[config.mk]
export PLATFORM = sky130hd
export DESIGN_NAME = sgc_top
export DESIGN_NICKNAME = d
export VERILOG_FILES = /design/src/core/sgc_pkg.sv /design/src/core/sgc_top.sv /design/src/core/sgc_arb.sv
export SDC_FILE = /design/constraint.sdc
export NUM_CORES = 1
export LEC_CHECK = 0
export BUFFER_PORTS_ARGS = -buffer_cell sky130_fd_sc_hd__buf_2
export CORE_UTILIZATION = 50
export DETAILED_ROUTE_END_ITERATION = 16
export PLACE_DENSITY = 0.84
export SLEW_MARGIN = 40
export SYNTH_ARGS = -nofsm -noshare
export SYNTH_HDL_FRONTEND = slang
export SYNTH_SLANG_ARGS = --single-unit
[constraint.sdc]
create_clock -name aclk -period 5 [get_ports aclk]
set_input_delay 1 -clock aclk [delete_from_list [all_inputs] [get_ports aclk]]
set_output_delay 1 -clock aclk [all_outputs]
set_load 0.02 [all_outputs]
[src/core/sgc_pkg.sv]
// package of constants for the scatter-gather command decoder
package sgc_pkg;
    // register byte offsets
    localparam logic [7:0] ADDR_CMD = 8'h00;
    localparam logic [7:0] ADDR_STATUS = 8'h04;
    localparam logic [7:0] ADDR_EVT_STAT = 8'h08;
    localparam logic [7:0] ADDR_EVT_EN = 8'h0C;
    localparam logic [7:0] ADDR_EVT_CLR = 8'h10;
    localparam logic [7:0] ADDR_CTRL = 8'h14;
    // command byte fields
    localparam int CMD_SEL_BIT = 7;
    localparam int CMD_PGM_BIT = 6;
    localparam int CMD_CODE_LO = 0;
    localparam logic [1:0] CODE_NOP = 2'h0;
    localparam logic [1:0] CODE_START = 2'h1;
    localparam logic [1:0] CODE_STOP = 2'h2;
    localparam logic [1:0] CODE_RSVD = 2'h3;
    // status fields
    localparam int ST_ACTIVE = 0;
    localparam int ST_CUR = 2;
    localparam int ST_BASE = 3;
    localparam int ST_TERM = 4;
    localparam int ST_SEL = 5;
    localparam int ST_NULL = 7;
    // event bits
    localparam int EV_START = 0;
    localparam int EV_STOP = 1;
    localparam int EV_DONE = 2;
    localparam int EV_W = 3;
    // control register: bit 0 master clear (self clearing)
    localparam int CTRL_MCLR = 0;
    // reset value and response codes
    localparam logic RST_SEL = 1'b0;
    localparam logic [1:0] RESP_OKAY = 2'h0;
    localparam logic [1:0] RESP_SLVERR = 2'h2;
endpackage : sgc_pkg

[src/core/sgc_top.sv]
// scatter-gather command decoder with axi4-lite registers
`timescale 1ns/100ps
`default_nettype none
// Functional notes
// - enabled write loads termination select from bit7
// - disabled write keeps termination select
// - decode code bits: nop, start, stop, reserved
// - nop code still applies select programming
// - start activates and requests descriptor prefetch
// - prefetch shares the channel's request priority
// - dma request wins over prefetch in channel
// - stop halts transfer at once
// - stop sets terminate flag and channel mask
// - status register shows live transfer state
// - select 1 gives eop, 0 gives irq13
// - start clears buffers, terminate, null flag
// - command register is write only
module sgc_top (
    // clock and reset
    input wire logic aclk,
    input wire logic aresetn,
    // axi4-lite write
    input wire logic [7:0] s_axi_awaddr,
    input wire logic s_axi_awvalid,
    output logic s_axi_awready,
    input wire logic [31:0] s_axi_wdata,
    input wire logic [3:0] s_axi_wstrb,
    input wire logic s_axi_wvalid,
    output logic s_axi_wready,
    output logic [1:0] s_axi_bresp,
    output logic s_axi_bvalid,
    input wire logic s_axi_bready,
    // axi4-lite read
    input wire logic [7:0] s_axi_araddr,
    input wire logic s_axi_arvalid,
    output logic s_axi_arready,
    output logic [31:0] s_axi_rdata,
    output logic [1:0] s_axi_rresp,
    output logic s_axi_rvalid,
    input wire logic s_axi_rready,
    // dma channel side
    input wire logic dreq,
    input wire logic pf_done,
    input wire logic buf_done,
    input wire logic last_done,
    input wire logic next_null,
    input wire logic mask_clr,
    output logic pf_gnt,
    output logic dreq_gnt,
    output logic chan_req,
    output logic chan_mask_ff,
    output logic sg_halt_ff,
    output logic eop_ff,
    output logic irq13_ff,
    output logic irq_ff
);
    typedef enum logic [1:0] {SGC_IDLE, SGC_FETCH, SGC_RUN} sgc_state_e;

    sgc_state_e state_ff;
    logic aw_ff;
    logic w_ff;
    logic [7:0] awaddr_ff;
    logic [31:0] wdata_ff;
    logic [3:0] wstrb_ff;
    logic wr_go;
    logic cmd_wr;
    logic [1:0] code;
    logic sel_ff;
    logic active_ff;
    logic base_ff;
    logic cur_ff;
    logic term_ff;
    logic null_ff;
    logic pf_req_ff;
    logic mclr;
    logic [sgc_pkg::EV_W-1:0] ev_stat_ff;
    logic [sgc_pkg::EV_W-1:0] ev_en_ff;
    logic [sgc_pkg::EV_W-1:0] ev_set;
    logic [sgc_pkg::EV_W-1:0] ev_clr;
    logic [7:0] status;
    logic is_start;
    logic is_stop;

    // write channel capture, address and data in either order
    assign wr_go = aw_ff && w_ff && !s_axi_bvalid;
    always_ff @(posedge aclk) begin
        if (!aresetn) begin
            aw_ff <= 1'b0;
            w_ff <= 1'b0;
            awaddr_ff <= 8'h00;
            wdata_ff <= 32'h0000_0000;
            wstrb_ff <= 4'h0;
            s_axi_awready <= 1'b0;
            s_axi_wready <= 1'b0;
            s_axi_bvalid <= 1'b0;
            s_axi_bresp <= sgc_pkg::RESP_OKAY;
        end else begin
            s_axi_awready <= !aw_ff && !s_axi_awready && s_axi_awvalid;
            s_axi_wready <= !w_ff && !s_axi_wready && s_axi_wvalid;
            if (s_axi_awvalid && s_axi_awready) begin
                aw_ff <= 1'b1;
                awaddr_ff <= s_axi_awaddr;
            end
            if (s_axi_wvalid && s_axi_wready) begin
                w_ff <= 1'b1;
                wdata_ff <= s_axi_wdata;
                wstrb_ff <= s_axi_wstrb;
            end
            if (wr_go) begin
                aw_ff <= 1'b0;
                w_ff <= 1'b0;
                s_axi_bvalid <= 1'b1;
                case (awaddr_ff)
                    sgc_pkg::ADDR_CMD, sgc_pkg::ADDR_EVT_EN,
                    sgc_pkg::ADDR_EVT_CLR, sgc_pkg::ADDR_CTRL:
                        s_axi_bresp <= sgc_pkg::RESP_OKAY;
                    default: s_axi_bresp <= sgc_pkg::RESP_SLVERR;
                endcase
            end else if (s_axi_bvalid && s_axi_bready) begin
                s_axi_bvalid <= 1'b0;
            end
        end
    end

    // command byte is lane 0; write only, no read-back
    assign cmd_wr = wr_go && (awaddr_ff == sgc_pkg::ADDR_CMD) && wstrb_ff[0];
    assign code = wdata_ff[sgc_pkg::CMD_CODE_LO +: 2];
    assign is_start = cmd_wr && (code == sgc_pkg::CODE_START);
    assign is_stop = cmd_wr && (code == sgc_pkg::CODE_STOP);
    assign mclr = wr_go && (awaddr_ff == sgc_pkg::ADDR_CTRL) && wstrb_ff[0]
        && wdata_ff[sgc_pkg::CTRL_MCLR];

    // termination selection, any code incl. nop and reserved
    always_ff @(posedge aclk) begin
        if (!aresetn) begin
            sel_ff <= sgc_pkg::RST_SEL;
        end else if (mclr) begin
            sel_ff <= sgc_pkg::RST_SEL;
        end else if (cmd_wr && wdata_ff[sgc_pkg::CMD_PGM_BIT]) begin
            sel_ff <= wdata_ff[sgc_pkg::CMD_SEL_BIT];
        end
    end

    // scatter-gather sequencing and status
    always_ff @(posedge aclk) begin
        if (!aresetn || mclr) begin
            state_ff <= SGC_IDLE;
            active_ff <= 1'b0;
            base_ff <= 1'b0;
            cur_ff <= 1'b0;
            term_ff <= 1'b0;
            null_ff <= 1'b0;
            pf_req_ff <= 1'b0;
            sg_halt_ff <= 1'b0;
        end else if (is_stop) begin
            state_ff <= SGC_IDLE;
            active_ff <= 1'b0;
            pf_req_ff <= 1'b0;
            sg_halt_ff <= 1'b1;
            term_ff <= 1'b1;
        end else if (is_start) begin
            state_ff <= SGC_FETCH;
            pf_req_ff <= 1'b1;
            active_ff <= 1'b1;
            base_ff <= 1'b0;
            cur_ff <= 1'b0;
            term_ff <= 1'b0;
            null_ff <= 1'b0;
            sg_halt_ff <= 1'b0;
        end else begin
            case (state_ff)
                SGC_IDLE: begin
                    pf_req_ff <= 1'b0;
                end
                SGC_FETCH: begin
                    if (pf_gnt && pf_done) begin
                        pf_req_ff <= 1'b0;
                        base_ff <= 1'b1;
                        null_ff <= next_null;
                        state_ff <= SGC_RUN;
                    end
                end
                SGC_RUN: begin
                    if (dreq_gnt && base_ff && !cur_ff) begin
                        cur_ff <= 1'b1;
                        base_ff <= 1'b0;
                        pf_req_ff <= !null_ff;
                    end else if (pf_req_ff && pf_gnt && pf_done) begin
                        pf_req_ff <= 1'b0;
                        base_ff <= 1'b1;
                        null_ff <= next_null;
                    end
                    if (buf_done) begin
                        cur_ff <= 1'b0;
                    end
                    if (last_done) begin
                        active_ff <= 1'b0;
                        term_ff <= 1'b1;
                        cur_ff <= 1'b0;
                        pf_req_ff <= 1'b0;
                        state_ff <= SGC_IDLE;
                    end
                end
                default: state_ff <= SGC_IDLE;
            endcase
        end
    end

    // channel mask and termination signalling
    always_ff @(posedge aclk) begin
        if (!aresetn) begin
            chan_mask_ff <= 1'b0;
            eop_ff <= 1'b0;
            irq13_ff <= 1'b0;
        end else begin
            if (is_stop) begin
                chan_mask_ff <= 1'b1;
            end else if (mask_clr || mclr) begin
                chan_mask_ff <= 1'b0;
            end
            eop_ff <= state_ff == SGC_RUN && last_done && sel_ff;
            irq13_ff <= state_ff == SGC_RUN && last_done && !sel_ff;
        end
    end

    sgc_arb u_arb (
        .aclk(aclk),
        .aresetn(aresetn),
        .dreq(dreq && !chan_mask_ff),
        .pf_req(pf_req_ff),
        .dreq_gnt_ff(dreq_gnt),
        .pf_gnt_ff(pf_gnt),
        .chan_req_ff(chan_req)
    );

    // events: set wins over clear
    assign ev_set = {(state_ff == SGC_RUN) && last_done, is_stop, is_start};
    assign ev_clr = (wr_go && awaddr_ff == sgc_pkg::ADDR_EVT_CLR && wstrb_ff[0])
        ? wdata_ff[sgc_pkg::EV_W-1:0] : '0;
    always_ff @(posedge aclk) begin
        if (!aresetn) begin
            ev_stat_ff <= '0;
            ev_en_ff <= '0;
            irq_ff <= 1'b0;
        end else begin
            ev_stat_ff <= (ev_stat_ff & ~ev_clr) | ev_set;
            if (wr_go && awaddr_ff == sgc_pkg::ADDR_EVT_EN && wstrb_ff[0]) begin
                ev_en_ff <= wdata_ff[sgc_pkg::EV_W-1:0];
            end
            irq_ff <= |(((ev_stat_ff & ~ev_clr) | ev_set) & ev_en_ff);
        end
    end

    // live status byte
    always_comb begin
        status = 8'h00;
        status[sgc_pkg::ST_ACTIVE] = active_ff;
        status[sgc_pkg::ST_CUR] = cur_ff;
        status[sgc_pkg::ST_BASE] = base_ff;
        status[sgc_pkg::ST_TERM] = term_ff;
        status[sgc_pkg::ST_SEL] = sel_ff;
        status[sgc_pkg::ST_NULL] = null_ff;
    end

    // read channel
    always_ff @(posedge aclk) begin
        if (!aresetn) begin
            s_axi_arready <= 1'b0;
            s_axi_rvalid <= 1'b0;
            s_axi_rdata <= 32'h0000_0000;
            s_axi_rresp <= sgc_pkg::RESP_OKAY;
        end else begin
            s_axi_arready <= !s_axi_arready && !s_axi_rvalid && s_axi_arvalid;
            if (s_axi_arvalid && s_axi_arready) begin
                s_axi_rvalid <= 1'b1;
                s_axi_rresp <= sgc_pkg::RESP_OKAY;
                case (s_axi_araddr)
                    sgc_pkg::ADDR_STATUS: s_axi_rdata <= {24'h000000, status};
                    sgc_pkg::ADDR_EVT_STAT:
                        s_axi_rdata <= {29'h0, ev_stat_ff};
                    sgc_pkg::ADDR_EVT_EN: s_axi_rdata <= {29'h0, ev_en_ff};
                    default: begin
                        s_axi_rdata <= 32'h0000_0000;
                        s_axi_rresp <= sgc_pkg::RESP_SLVERR;
                    end
                endcase
            end else if (s_axi_rvalid && s_axi_rready) begin
                s_axi_rvalid <= 1'b0;
            end
        end
    end

    a_sel_load: assert property (@(posedge aclk) disable iff (!aresetn)
        (cmd_wr && wdata_ff[sgc_pkg::CMD_PGM_BIT] && !mclr)
        |=> sel_ff == $past(wdata_ff[sgc_pkg::CMD_SEL_BIT]))
        else $error("select not loaded");
    a_sel_keep: assert property (@(posedge aclk) disable iff (!aresetn)
        (cmd_wr && !wdata_ff[sgc_pkg::CMD_PGM_BIT] && !mclr) |=> $stable(sel_ff))
        else $error("select changed without enable");
    a_nop_quiet: assert property (@(posedge aclk) disable iff (!aresetn)
        (cmd_wr && (code == sgc_pkg::CODE_NOP || code == sgc_pkg::CODE_RSVD)
        && !mclr) |=> $stable(active_ff) && $stable(chan_mask_ff))
        else $error("nop or reserved code acted");
    a_start_pf: assert property (@(posedge aclk) disable iff (!aresetn)
        (is_start && !mclr) |=> pf_req_ff && active_ff && !base_ff
        && !cur_ff && !term_ff && !null_ff)
        else $error("start state wrong");
    a_start_grant: assert property (@(posedge aclk) disable iff (!aresetn)
        (is_start && !mclr && !dreq) ##1 !dreq |=> pf_gnt)
        else $error("prefetch not granted");
    a_stop_halt: assert property (@(posedge aclk) disable iff (!aresetn)
        (is_stop && !mclr) |=> !active_ff && term_ff && chan_mask_ff
        && !pf_req_ff)
        else $error("stop did not halt");
    a_eop_sel: assert property (@(posedge aclk) disable iff (!aresetn)
        eop_ff |-> $past(sel_ff) && !irq13_ff)
        else $error("eop with irq13 select");
    a_no_rd_cmd: assert property (@(posedge aclk) disable iff (!aresetn)
        (s_axi_arvalid && s_axi_arready && s_axi_araddr == sgc_pkg::ADDR_CMD)
        |=> s_axi_rresp == sgc_pkg::RESP_SLVERR)
        else $error("command register readable");
endmodule : sgc_top
`default_nettype wire

[src/core/sgc_arb.sv]
// per-channel arbitration between dma request and prefetch request
`timescale 1ns/100ps
`default_nettype none
module sgc_arb (
    // clock and reset
    input wire logic aclk,
    input wire logic aresetn,
    // requests
    input wire logic dreq,
    input wire logic pf_req,
    // grants and channel request
    output logic dreq_gnt_ff,
    output logic pf_gnt_ff,
    output logic chan_req_ff
);
    always_ff @(posedge aclk) begin
        if (!aresetn) begin
            dreq_gnt_ff <= 1'b0;
            pf_gnt_ff <= 1'b0;
            chan_req_ff <= 1'b0;
        end else begin
            dreq_gnt_ff <= dreq;
            pf_gnt_ff <= pf_req && !dreq;
            chan_req_ff <= dreq || pf_req;
        end
    end

    a_dreq_first: assert property (@(posedge aclk) disable iff (!aresetn)
        dreq |=> !pf_gnt_ff)
        else $error("prefetch granted over dma request");
    a_same_prio: assert property (@(posedge aclk) disable iff (!aresetn)
        (pf_req && !dreq) |=> chan_req_ff && pf_gnt_ff)
        else $error("prefetch did not request arbitration");
endmodule : sgc_arb
`default_nettype wire

# [After elaboration in Yosys (flattened, before gate mapping)]
# Index checks and enable logic that the tools add are counted.
[word_totals] input_bits=65 out_inout_bits=49 register_bits=83 wordCells=181
[op_classes] bitwise=7 eq_ne=19 n_reduce_logical=79 muxes=44
[ops] op="logical AND 1 bit" n=35
[ops] op="2-to-1 mux 1 bit" n=34
[ops] op="equality test 8 x 4 -> 1 bit, second input constant" n=3
[ops] op="case mux 8 bit (3 select lines)" n=1
[ops] op="equality test 8 x 5 -> 1 bit, second input constant" n=2
[ops] op="zero test 1 bit" n=13
[ops] op="inequality test 3 bit, second input constant" n=4
[ops] op="AND reduction 3 bit" n=4
[ops] op="nonzero test 2 bit" n=6
[ops] op="nonzero test 3 bit" n=3
[ops] op="OR reduction 3 bit" n=3
[ops] op="equality test 8 x 3 -> 1 bit, second input constant" n=1
[ops] op="zero test 8 bit" n=1
[ops] op="2-to-1 mux 2 bit" n=4
[ops] op="nonzero test 4 bit" n=2
[ops] op="AND 3 bit" n=2
[ops] op="inequality test 2 bit, second input constant" n=3
[ops] op="case mux 2 bit (3 select lines)" n=1
[ops] op="OR reduction 2 bit" n=3
[ops] op="inequality test 5 bit, second input constant" n=1
[ops] op="AND reduction 5 bit" n=1
[ops] op="equality test 2 x 1 -> 1 bit, second input constant" n=2
[ops] op="equality test 2 bit, second input constant" n=2
[ops] op="inequality test 4 bit, second input constant" n=1
[ops] op="other kinds (11)" n=17

# [Logic depth before layout (Yosys ltp)]
# Gate-level depths: netlist of the first run.
[logic_depth] depth_word=10 ltp_mapped=6 mapped_depth_nobuf=4

# [Hierarchy]
# Synthesis of the first run repeated with hierarchy kept, for this count alone.
[unflattened] hier_cells=288 hier_area_um2=2444.8
[modules_own_cells] mod="sgc_top" area_each_um2=2361.0 seq_area_each_um2=1001.0 n_inst=1 cells_each=282
[modules_own_cells] mod="sgc_arb" area_each_um2=83.8 seq_area_each_um2=60.1 n_inst=1 cells_each=6

# [Worst setup path after synthesis of the first run]
# Ideal clock, no wire load.
[synth_timing] path_type="input port to flip-flop" startpoint="in s_axi_araddr[7]" endpoint="reg s_axi_rdata[1]" path_buffers=0 required_ns=4.930 path_stages=4 setup_slack_ns=2.935 arrival_ns=1.994 setup_ns=0.070 cell_sequence="nor4_1 -> nand2_1 -> or4b_1 -> a21oi_1"
[synth_between] elab_chain_cells=2 elab_cells_between_ends=4 cone_classes="eq/ne (3); mux (1)"
[synth_rtl] element="from (decl)" line="sgc_top.sv:34" source="input wire logic [7:0] s_axi_araddr,"
[synth_rtl] element="equality test 8 x 4 -> 1 bit / equality test 8 x 3 -> 1 bit (equally long branches)" line="sgc_top.sv:277" source="case (s_axi_araddr)"
[synth_rtl] element="case mux 8 bit (3 select lines) *" line="sgc_top.sv:277"
[synth_rtl] element="to (signal assigned)" line="sgc_top.sv:278" source="sgc_pkg::ADDR_STATUS: s_axi_rdata <= {24'h000000, status};"
[synth_rtl] element="to (signal assigned)" line="sgc_top.sv:280" source="s_axi_rdata <= {29'h0, ev_stat_ff};"
[synth_rtl] element="to (signal assigned)" line="sgc_top.sv:281" source="sgc_pkg::ADDR_EVT_EN: s_axi_rdata <= {29'h0, ev_en_ff};"
[synth_rtl] element="to (decl)" line="sgc_top.sv:37" source="output logic [31:0] s_axi_rdata,"
# Every way passes the cells marked *; elsewhere a longest branch is shown, timed or not.
# A chain may end at the register's enable or synchronous reset.

# [Worst setup path after layout of the first run]
[layout_timing] startpoint="reg s_axi_awready" endpoint="out s_axi_awready"
[layout_lines] element="from (decl)" line="sgc_top.sv:25" source="output logic s_axi_awready,"
[layout_lines] element="from (signal assigned)" line="sgc_top.sv:98" source="s_axi_awready <= !aw_ff && !s_axi_awready && s_axi_awvalid;"
# No word-level cell between the ends.

==> results.md, run 1 <==
* Mean Syn Cell Area at roughly 8.7 sq um
* Post-CTS setup buffers at 0
* Lkg Pwr at around 1.1 nW
* Buffers on Ports at 56
* Num ports at about 110
* Outcome: finished, final reports clean
* Grt ovf at 0
* Net Switching at ~200 uW
* Total GRT Usage at roughly a fifth
* Synth Register Bits at 53
* Share of total power in combinational logic at under 10%
* # DRC at 0
* Mapped Cells at a little under 300
* CTS tree: done
* Final setup violation count at 0
* Routed length per instance at 12.6 um
* Period utilisation layout at a little over 40%
* Pin count of the biggest net entering global routing at 38
* Simple-Gate Fraction of Synth Area at between 20 and 30%
* Initial Util at a little over half
* CTS Hold Bufs at 0
* Avg Vias per Cell at about 5.3
* Internal Pwr Total at approximately 550 uW
* Max FO, Critical Path at 11
* Clk buf depth at 2
* Area Overhead vs Synth at 10.9%
* Vias in the first global route at between 1500 and 2000
* Slew @ Worst Pin at 612 ps
* Multiplexer share of the synthesized area at 2.48%
* Multi-input gate area at roughly 1300 sq um
* Root Buffer Master: clkbuf_8
* Detail Route Antenna Nets at 0
* Area of the mapped netlist at about 2500 sq um
* Final Skew at 13.9 ps
* Critical Path Start Type: flop
* EDFF count, synth at 0
* CTS resizes at 0
* Clock power share at 31.5%
* Share of cells above drive strength 1 at between 20% and 30%
* Fill count at ~440
* Fmax at between 0.4 and 0.5 GHz
* DR vias at ~2100
* PD cells at 266 nW/um^2
* Ys flop type: dfxtp_1
* Worst-path cell chain: buf_2
* Global-route wire length before repair at around 8.4 mm
* Worst slack, placed at 2730 ps
* Clk_lat worst skew at 310 ps
* Num rows at 25
* Core Box Area at between 4000 and 5000 sq um
* Initial antenna violation count at 0
* Setup_tns at 0 ps
* Critical path arrival at 1050 ps
* Htree depth at 2
* Max-slew headroom at the worst pin at between 50 and 60%
* Largest family of logic cells by synthesized area: simple AND/OR/NAND/NOR gates
* Crit path time final at 2050 ps
* Layout Nets at ~400
* Setup slack after layout at between 2000 and 3000 ps
* Async set or reset register ratio after synthesis at 0%
* WP data required at around 4000 ps
* Clock-pin slew on the worst setup and hold paths at 90 ps
* Slowest stage delay, CP at around 510 ps
* Switching Share at a little over a quarter
* Max-cap violations at 0
* Compound-Gate Fraction of Synth Area at roughly 18%
* XOR/XNOR Fraction of Synth Area at less than 1%
* DRT iter0 DRCs at around 110
* Die area at roughly 5300 sq um
* Pins Over Slew Limit at 0
* Cell variety after synth at 57
* Die Width at about 73 um
* Critical path endpoint category: output pin
* Die span in y at 73.1 um
* Num CTS Buffers at 5
* RSZ-0062 raised after global routing: no
* DRT Pass-1 Iters at 4
* Worst min path class: flop to flop
* VDD IR max at approximately 0.21 mV
* Post-synthesis adder-cell area fraction at 0%
* Final hold viol count at 0
* Final HPWL DP at ~3.8 mm
* CP Class: flop to output pin
* Yosys warns at 0
* Final WL at 5.10 mm
* Part of the power in registers at between 50% and 60%
* Register area at 1060 sq um
* Slowest CP cell: dfxtp_1
* Seq/Total Area, Yosys at approximately two fifths
* CP bufs+invs at 1
* Placer Congestion at about 0.9
* CP delay by family, top: flip-flops
* Clk sinks at 53
* ANT cells at 0
[registers in the layout, summed over array words and instances, names as in the netlist, 2 cells and up]
| signal | count |
|---|---|
| awaddr_ff | 8 |
| s_axi_rdata | 7 |
| wdata_ff | 5 |
| ev_en_ff | 3 |
| ev_stat_ff | 3 |
| state_ff | 2 |
[logic make-up after synthesis]
family          count (synthesis)
compound gates                 70
xor+xnor                        1
buf+inv                        52
flops                          53
mux                             6
other cells                     1
simple gates                  108
[path summary, 6_finish.rpt]
path                       start  slack, ps        endpoint  cells after the start
hold reg to reg   s_axi_rresp[1]        450  s_axi_rresp[1]                      2
setup reg to reg           aw_ff       3220          irq_ff                      4
setup / recovery   s_axi_awready       2950   s_axi_awready                      1
hold / removal    s_axi_rresp[1]        450  s_axi_rresp[1]                      2
[layout by cell type, fill, tap and decap left out, types with 3 or more instances in the layout]
| cell type | instances |
|---|---|
| nand4_1 | 4 |
| a22oi_1 | 6 |
| a21oi_1 | 33 |
| mux2i_1 | 4 |
| dfxtp_1 | 53 |
| clkbuf_8 | 5 |
| nor3_1 | 5 |
| inv_1 | 9 |
| nand3b_1 | 3 |
| nand2b_1 | 4 |
| nor2b_1 | 5 |
| nand2_1 | 29 |
| o21ai_0 | 8 |
| and2_1 | 3 |
| a31o_2 | 3 |
| nand3_1 | 15 |
| a31oi_1 | 5 |
| buf_2 | 56 |
| conb_1 | 27 |
| nor2_1 | 15 |
| and3_1 | 4 |
[cell usage after synthesis, types with 2 or more instances]
cell type / instances / area [sq um]
mux2_2: 2 / 22.5
buf_1: 4 / 15.0
nand3_1: 15 / 75.1
nand2b_1: 4 / 25.0
o211ai_1: 2 / 15.0
and2_1: 3 / 18.8
mux2i_1: 4 / 40.0
clkbuf_1: 4 / 15.0
and3_1: 4 / 25.0
inv_1: 9 / 33.8
a31o_2: 3 / 26.3
nand2_1: 29 / 109
nand3b_1: 3 / 22.5
or3_1: 2 / 12.5
o2111a_1: 2 / 22.5
buf_2: 4 / 20.0
dfxtp_1: 53 / 1060
nor4_1: 2 / 12.5
buf_4: 28 / 210
nor2b_1: 5 / 31.3
o21ai_0: 8 / 40.0
nor2_1: 15 / 56.3
a22oi_1: 6 / 45.0
clkbuf_2: 2 / 10.0
nor3_1: 5 / 25.0
a31oi_1: 5 / 31.3
nor4b_2: 2 / 30.0
a21oi_1: 33 / 165
nand4_1: 4 / 25.0
nor4b_1: 2 / 17.5
[area by class of cell]
type	count	area share [%]
Clock inverter	1	0.268
Sequential cell	53	37.9
Clock buffer	7	2.72
Inverter	10	1.34
Tap cell	67	2.99
Multi-Input combinational cell	212	44.8
Timing Repair Buffer	56	10.0
[metal layers]
metal	track usage, %	vias to the layer above	routed length, um
li1	-	1076	-
met1	24.6	966	2320
met2	34.3	81	2390
met3	5.52	11	314
met4	5.88	0	78
met5	0	-	0
[power by group through the flow]
| stage | sequential [mW] | clock [mW] | combinational [mW] |
|---|---|---|---|
| floorplan | 0.448 | 0 | 0.0651 |
| global placement | 0.448 | 0 | 0.0704 |
| detailed placement | 0.449 | 0 | 0.0717 |
| CTS | 0.439 | 0.239 | 0.0720 |
| global route | 0.441 | 0.257 | 0.0795 |
| finish | 0.439 | 0.235 | 0.0721 |
[per-stage QoR]
step                util, %  hold WS, ps  area, sq um  total power, mW  std cells
global placement       56.8          436         2720            0.519        398
floorplan                 -          426         2630            0.513        317
finish                 58.6          452         2800            0.746        406
detailed placement     56.8          444         2720            0.521        398
CTS                    58.6          456         2800            0.750        406
global route           58.6          475         2800            0.777        406
No activity file was read; power rests on OpenSTA's default activity.
==> run 2: changes to the inputs <==
--- a/config.mk
+++ b/config.mk
@@ -6,9 +6,9 @@
 export NUM_CORES = 1
 export LEC_CHECK = 0
 export BUFFER_PORTS_ARGS = -buffer_cell sky130_fd_sc_hd__buf_2
-export CORE_UTILIZATION = 50
+export CORE_UTILIZATION = 47
 export DETAILED_ROUTE_END_ITERATION = 16
-export PLACE_DENSITY = 0.84
+export PLACE_DENSITY = 0.8
 export SLEW_MARGIN = 40
 export SYNTH_ARGS = -nofsm -noshare
 export SYNTH_HDL_FRONTEND = slang
==> constraint.sdc (replaced) <==
create_clock -name aclk -period 2 [get_ports aclk]
set_input_delay 0.4 -clock aclk [delete_from_list [all_inputs] [get_ports aclk]]
set_output_delay 0.4 -clock aclk [all_outputs]
set_load 0.02 [all_outputs]
==> run 2 against run 1 <==
Final cell count rose by 1.5%. Sequential share of layout area fell by 0.33 points. Final area rose by 0.89%. Hold slack got worse by 160 ps. Global-route usage fell by 1.3 points. Clock skew fell by 3.9 ps. Flip-flop and latch count did not move. Die area rose by 6.2%. Utilization fell by 3.5 points. Highest routed layer unchanged.
==> results.md, run 2 (same netlist as run 1, synthesis figures left out) <==
* Die span in y at 75.3 um (+3.1%)
* Clk buf depth at 2 (unchanged)
* Die Width at 75.3 um (+3.1%)
* Grt ovf at 0 (unchanged)
* Final setup violation count at 0 (unchanged)
* Clock-pin slew on the worst setup and hold paths at 80 ps (about the same)
* Most flops, register: awaddr_ff
* Worst r2r path cells at 4 (unchanged)
* CP Class: flop to flop
* DRT iter0 DRCs at 84 (-25%)
* Htree depth at 2 (unchanged)
* Critical Path Start Type: flop
* Metal1 wirelength at 2.39 mm (+2.9%)
* Critical path endpoint category: flop
* Share of cells above drive strength 1 at 24.3% (+0.97 points)
* Worst slack, placed at 278 ps (-2450 ps)
* CP delay by family, top: simple AND/OR/NAND/NOR gates
* Vias in the first global route at 1847 (-3.9%)
* Most frequent cells in the layout: buf_2 (56), dfxtp_1 (53), a21oi_1 (33), nand2_1 (29), conb_1 (27)
* Lkg Pwr at 1.16 nW (+1.9%)
* ANT cells at 0 (unchanged)
* CTS resizes at 0 (unchanged)
* Worst min path class: primary input to flop
* Critical path arrival at 1970 ps (+920 ps)
* Hold endpoint: chan_mask_ff
* R2R setup slack at 230 ps (-2990 ps)
* Max reg flops at 8 (unchanged)
* Hold Path Stages at 2 (unchanged)
* Met2 WL post-DR at 2.38 mm (-0.50%)
* Final WL at 5.10 mm (about the same)
* CTS tree: done
* Detail Route Antenna Nets at 0 (unchanged)
* Clk sinks at 53 (unchanged)
* Pins Over Slew Limit at 0 (unchanged)
* Total GRT Usage at 18.7% (-1.3 points)
* RR Endpoint: base_ff
* Pin count of the biggest net entering global routing at 38 (unchanged)
* Period utilisation layout at between 80% and 90%
* Core Box Area at 5140 sq um (+7.4%)
* Die area at 5670 sq um (+6.2%)
* Initial antenna violation count at 0 (unchanged)
* Outcome: finished, final reports clean
* Final Skew at 9.93 ps (-3.93 ps)
* Crit path time final at roughly 1800 ps
* WL met3 at 270 um (-14%)
* Top flop regs: awaddr_ff: 8 flops, s_axi_rdata: 7 flops, wdata_ff: 5 flops
* Buffers on Ports at 56 (unchanged)
* Crit Reg-Reg Startpoint: awaddr_ff[4]
* CP bufs+invs at 0 (-1)
* Global-route wire length before repair at 8.09 mm (-3.5%)
* Commonest non-fill, non-tap cell in the layout: buf_2
* # DRC at 0 (unchanged)
* Setup_tns at 0 ps (unchanged)
* Layout Nets at 406 (+0.74%)
* Num ports at 114 (unchanged)
* Max layer used: met4
* RSZ-0062 raised after global routing: no
* Placer Congestion at 0.911 (-0.13%)
* DR vias at 2142 (+0.37%)
* Setup slack after layout at 229 ps (-2720 ps)
* Avg Vias per Cell at 5.20 (-1.1%)
* Levels on crit path at 4 (+3)
* Routed length per instance at 12.4 um (-1.5%)
* Final HPWL DP at 3.80 mm (-0.50%)
* Placed Cells incl. Taps at 404 (+1.5%)
* Initial Util at 49.2% (-3.6 points)
* Worst-path cell chain: nor4_2 -> and3_1 -> a31oi_1 -> o311a_1
* Clk_lat worst skew at 310 ps (about the same)
* Root Buffer Master: clkbuf_8
* CTS Hold Bufs at 0 (unchanged)
* DRT Pass-1 Iters at 4 (unchanged)
* Hold Crit Start: mask_clr
* Max-cap violations at 0 (unchanged)
* Non-Filler Instances at 412 (+1.5%)
* Final hold viol count at 0 (unchanged)
* WP data required at 2200 ps (-1800 ps)
* Post-CTS setup buffers at 0 (unchanged)
* Slowest stage delay, CP at 510 ps (about the same)
* Fmax at approximately 0.56 GHz
* Max-slew headroom at the worst pin at 59.5% (+0.33 points)
* Max FO, Critical Path at 6 (-5)
* Num CTS Buffers at 5 (unchanged)
* Area Overhead vs Synth at 11.9%
* Slew @ Worst Pin at 607 ps (-4.95 ps)
* Slowest CP cell: nor4_2
* Num rows at 26 (+4.0%)
* PD cells at 660 nW/um^2 (+150%)
* VDD IR max at 0.329 mV (+59%)
[run 2: how the worst max path moves through the flow]
stage                  from  endpoint  slack, ps
6_report       awaddr_ff[4]   base_ff        230
5_1_grt        awaddr_ff[4]   null_ff        100
4_1_cts        awaddr_ff[2]   null_ff        260
3_5_place_dp   awaddr_ff[4]   base_ff        280
3_3_place_gp   awaddr_ff[4]   base_ff        300
2_1_floorplan  s_axi_bvalid    irq_ff        270
[run 2: where the power goes]
part / total [mW] / internal [mW] / switching, mW
Sequential: 1.10 / 1.07 / 0.0230
Combinational: 0.183 / 0.0577 / 0.125
Clock: 0.586 / 0.244 / 0.343
[run 2: cell type report]
cell class | instances | area (sq um)
inverters | 10 | 37.5
fillers | 511 | 2310
clock inverters | 2 | 10.0
clock buffers | 6 | 72.6
multi-input cells | 212 | 1260
flip-flops and latches | 53 | 1060
well taps | 70 | 87.6
repair buffers | 59 | 303
[run 2: routing by layer]
| metal | vias up | GRT usage (%) |
|---|---|---|
| met3 | 6 | 4.89 |
| met2 | 67 | 31.0 |
| met4 | 0 | 7.41 |
| met1 | 988 | 23.5 |
| li1 | 1081 | - |
| met5 | - | 0 |
[run 2: metrics by stage]
step	power, mW	utilization [%]	instance area (sq um)	hold WS, ps
after detailed placement	1.30	53.4	2750	440
after global placement	1.30	53.4	2750	436
after global routing	1.94	55.0	2830	275
final	1.87	55.0	2830	292
after floorplan	1.28	-	2630	426
after CTS	1.88	55.0	2830	286
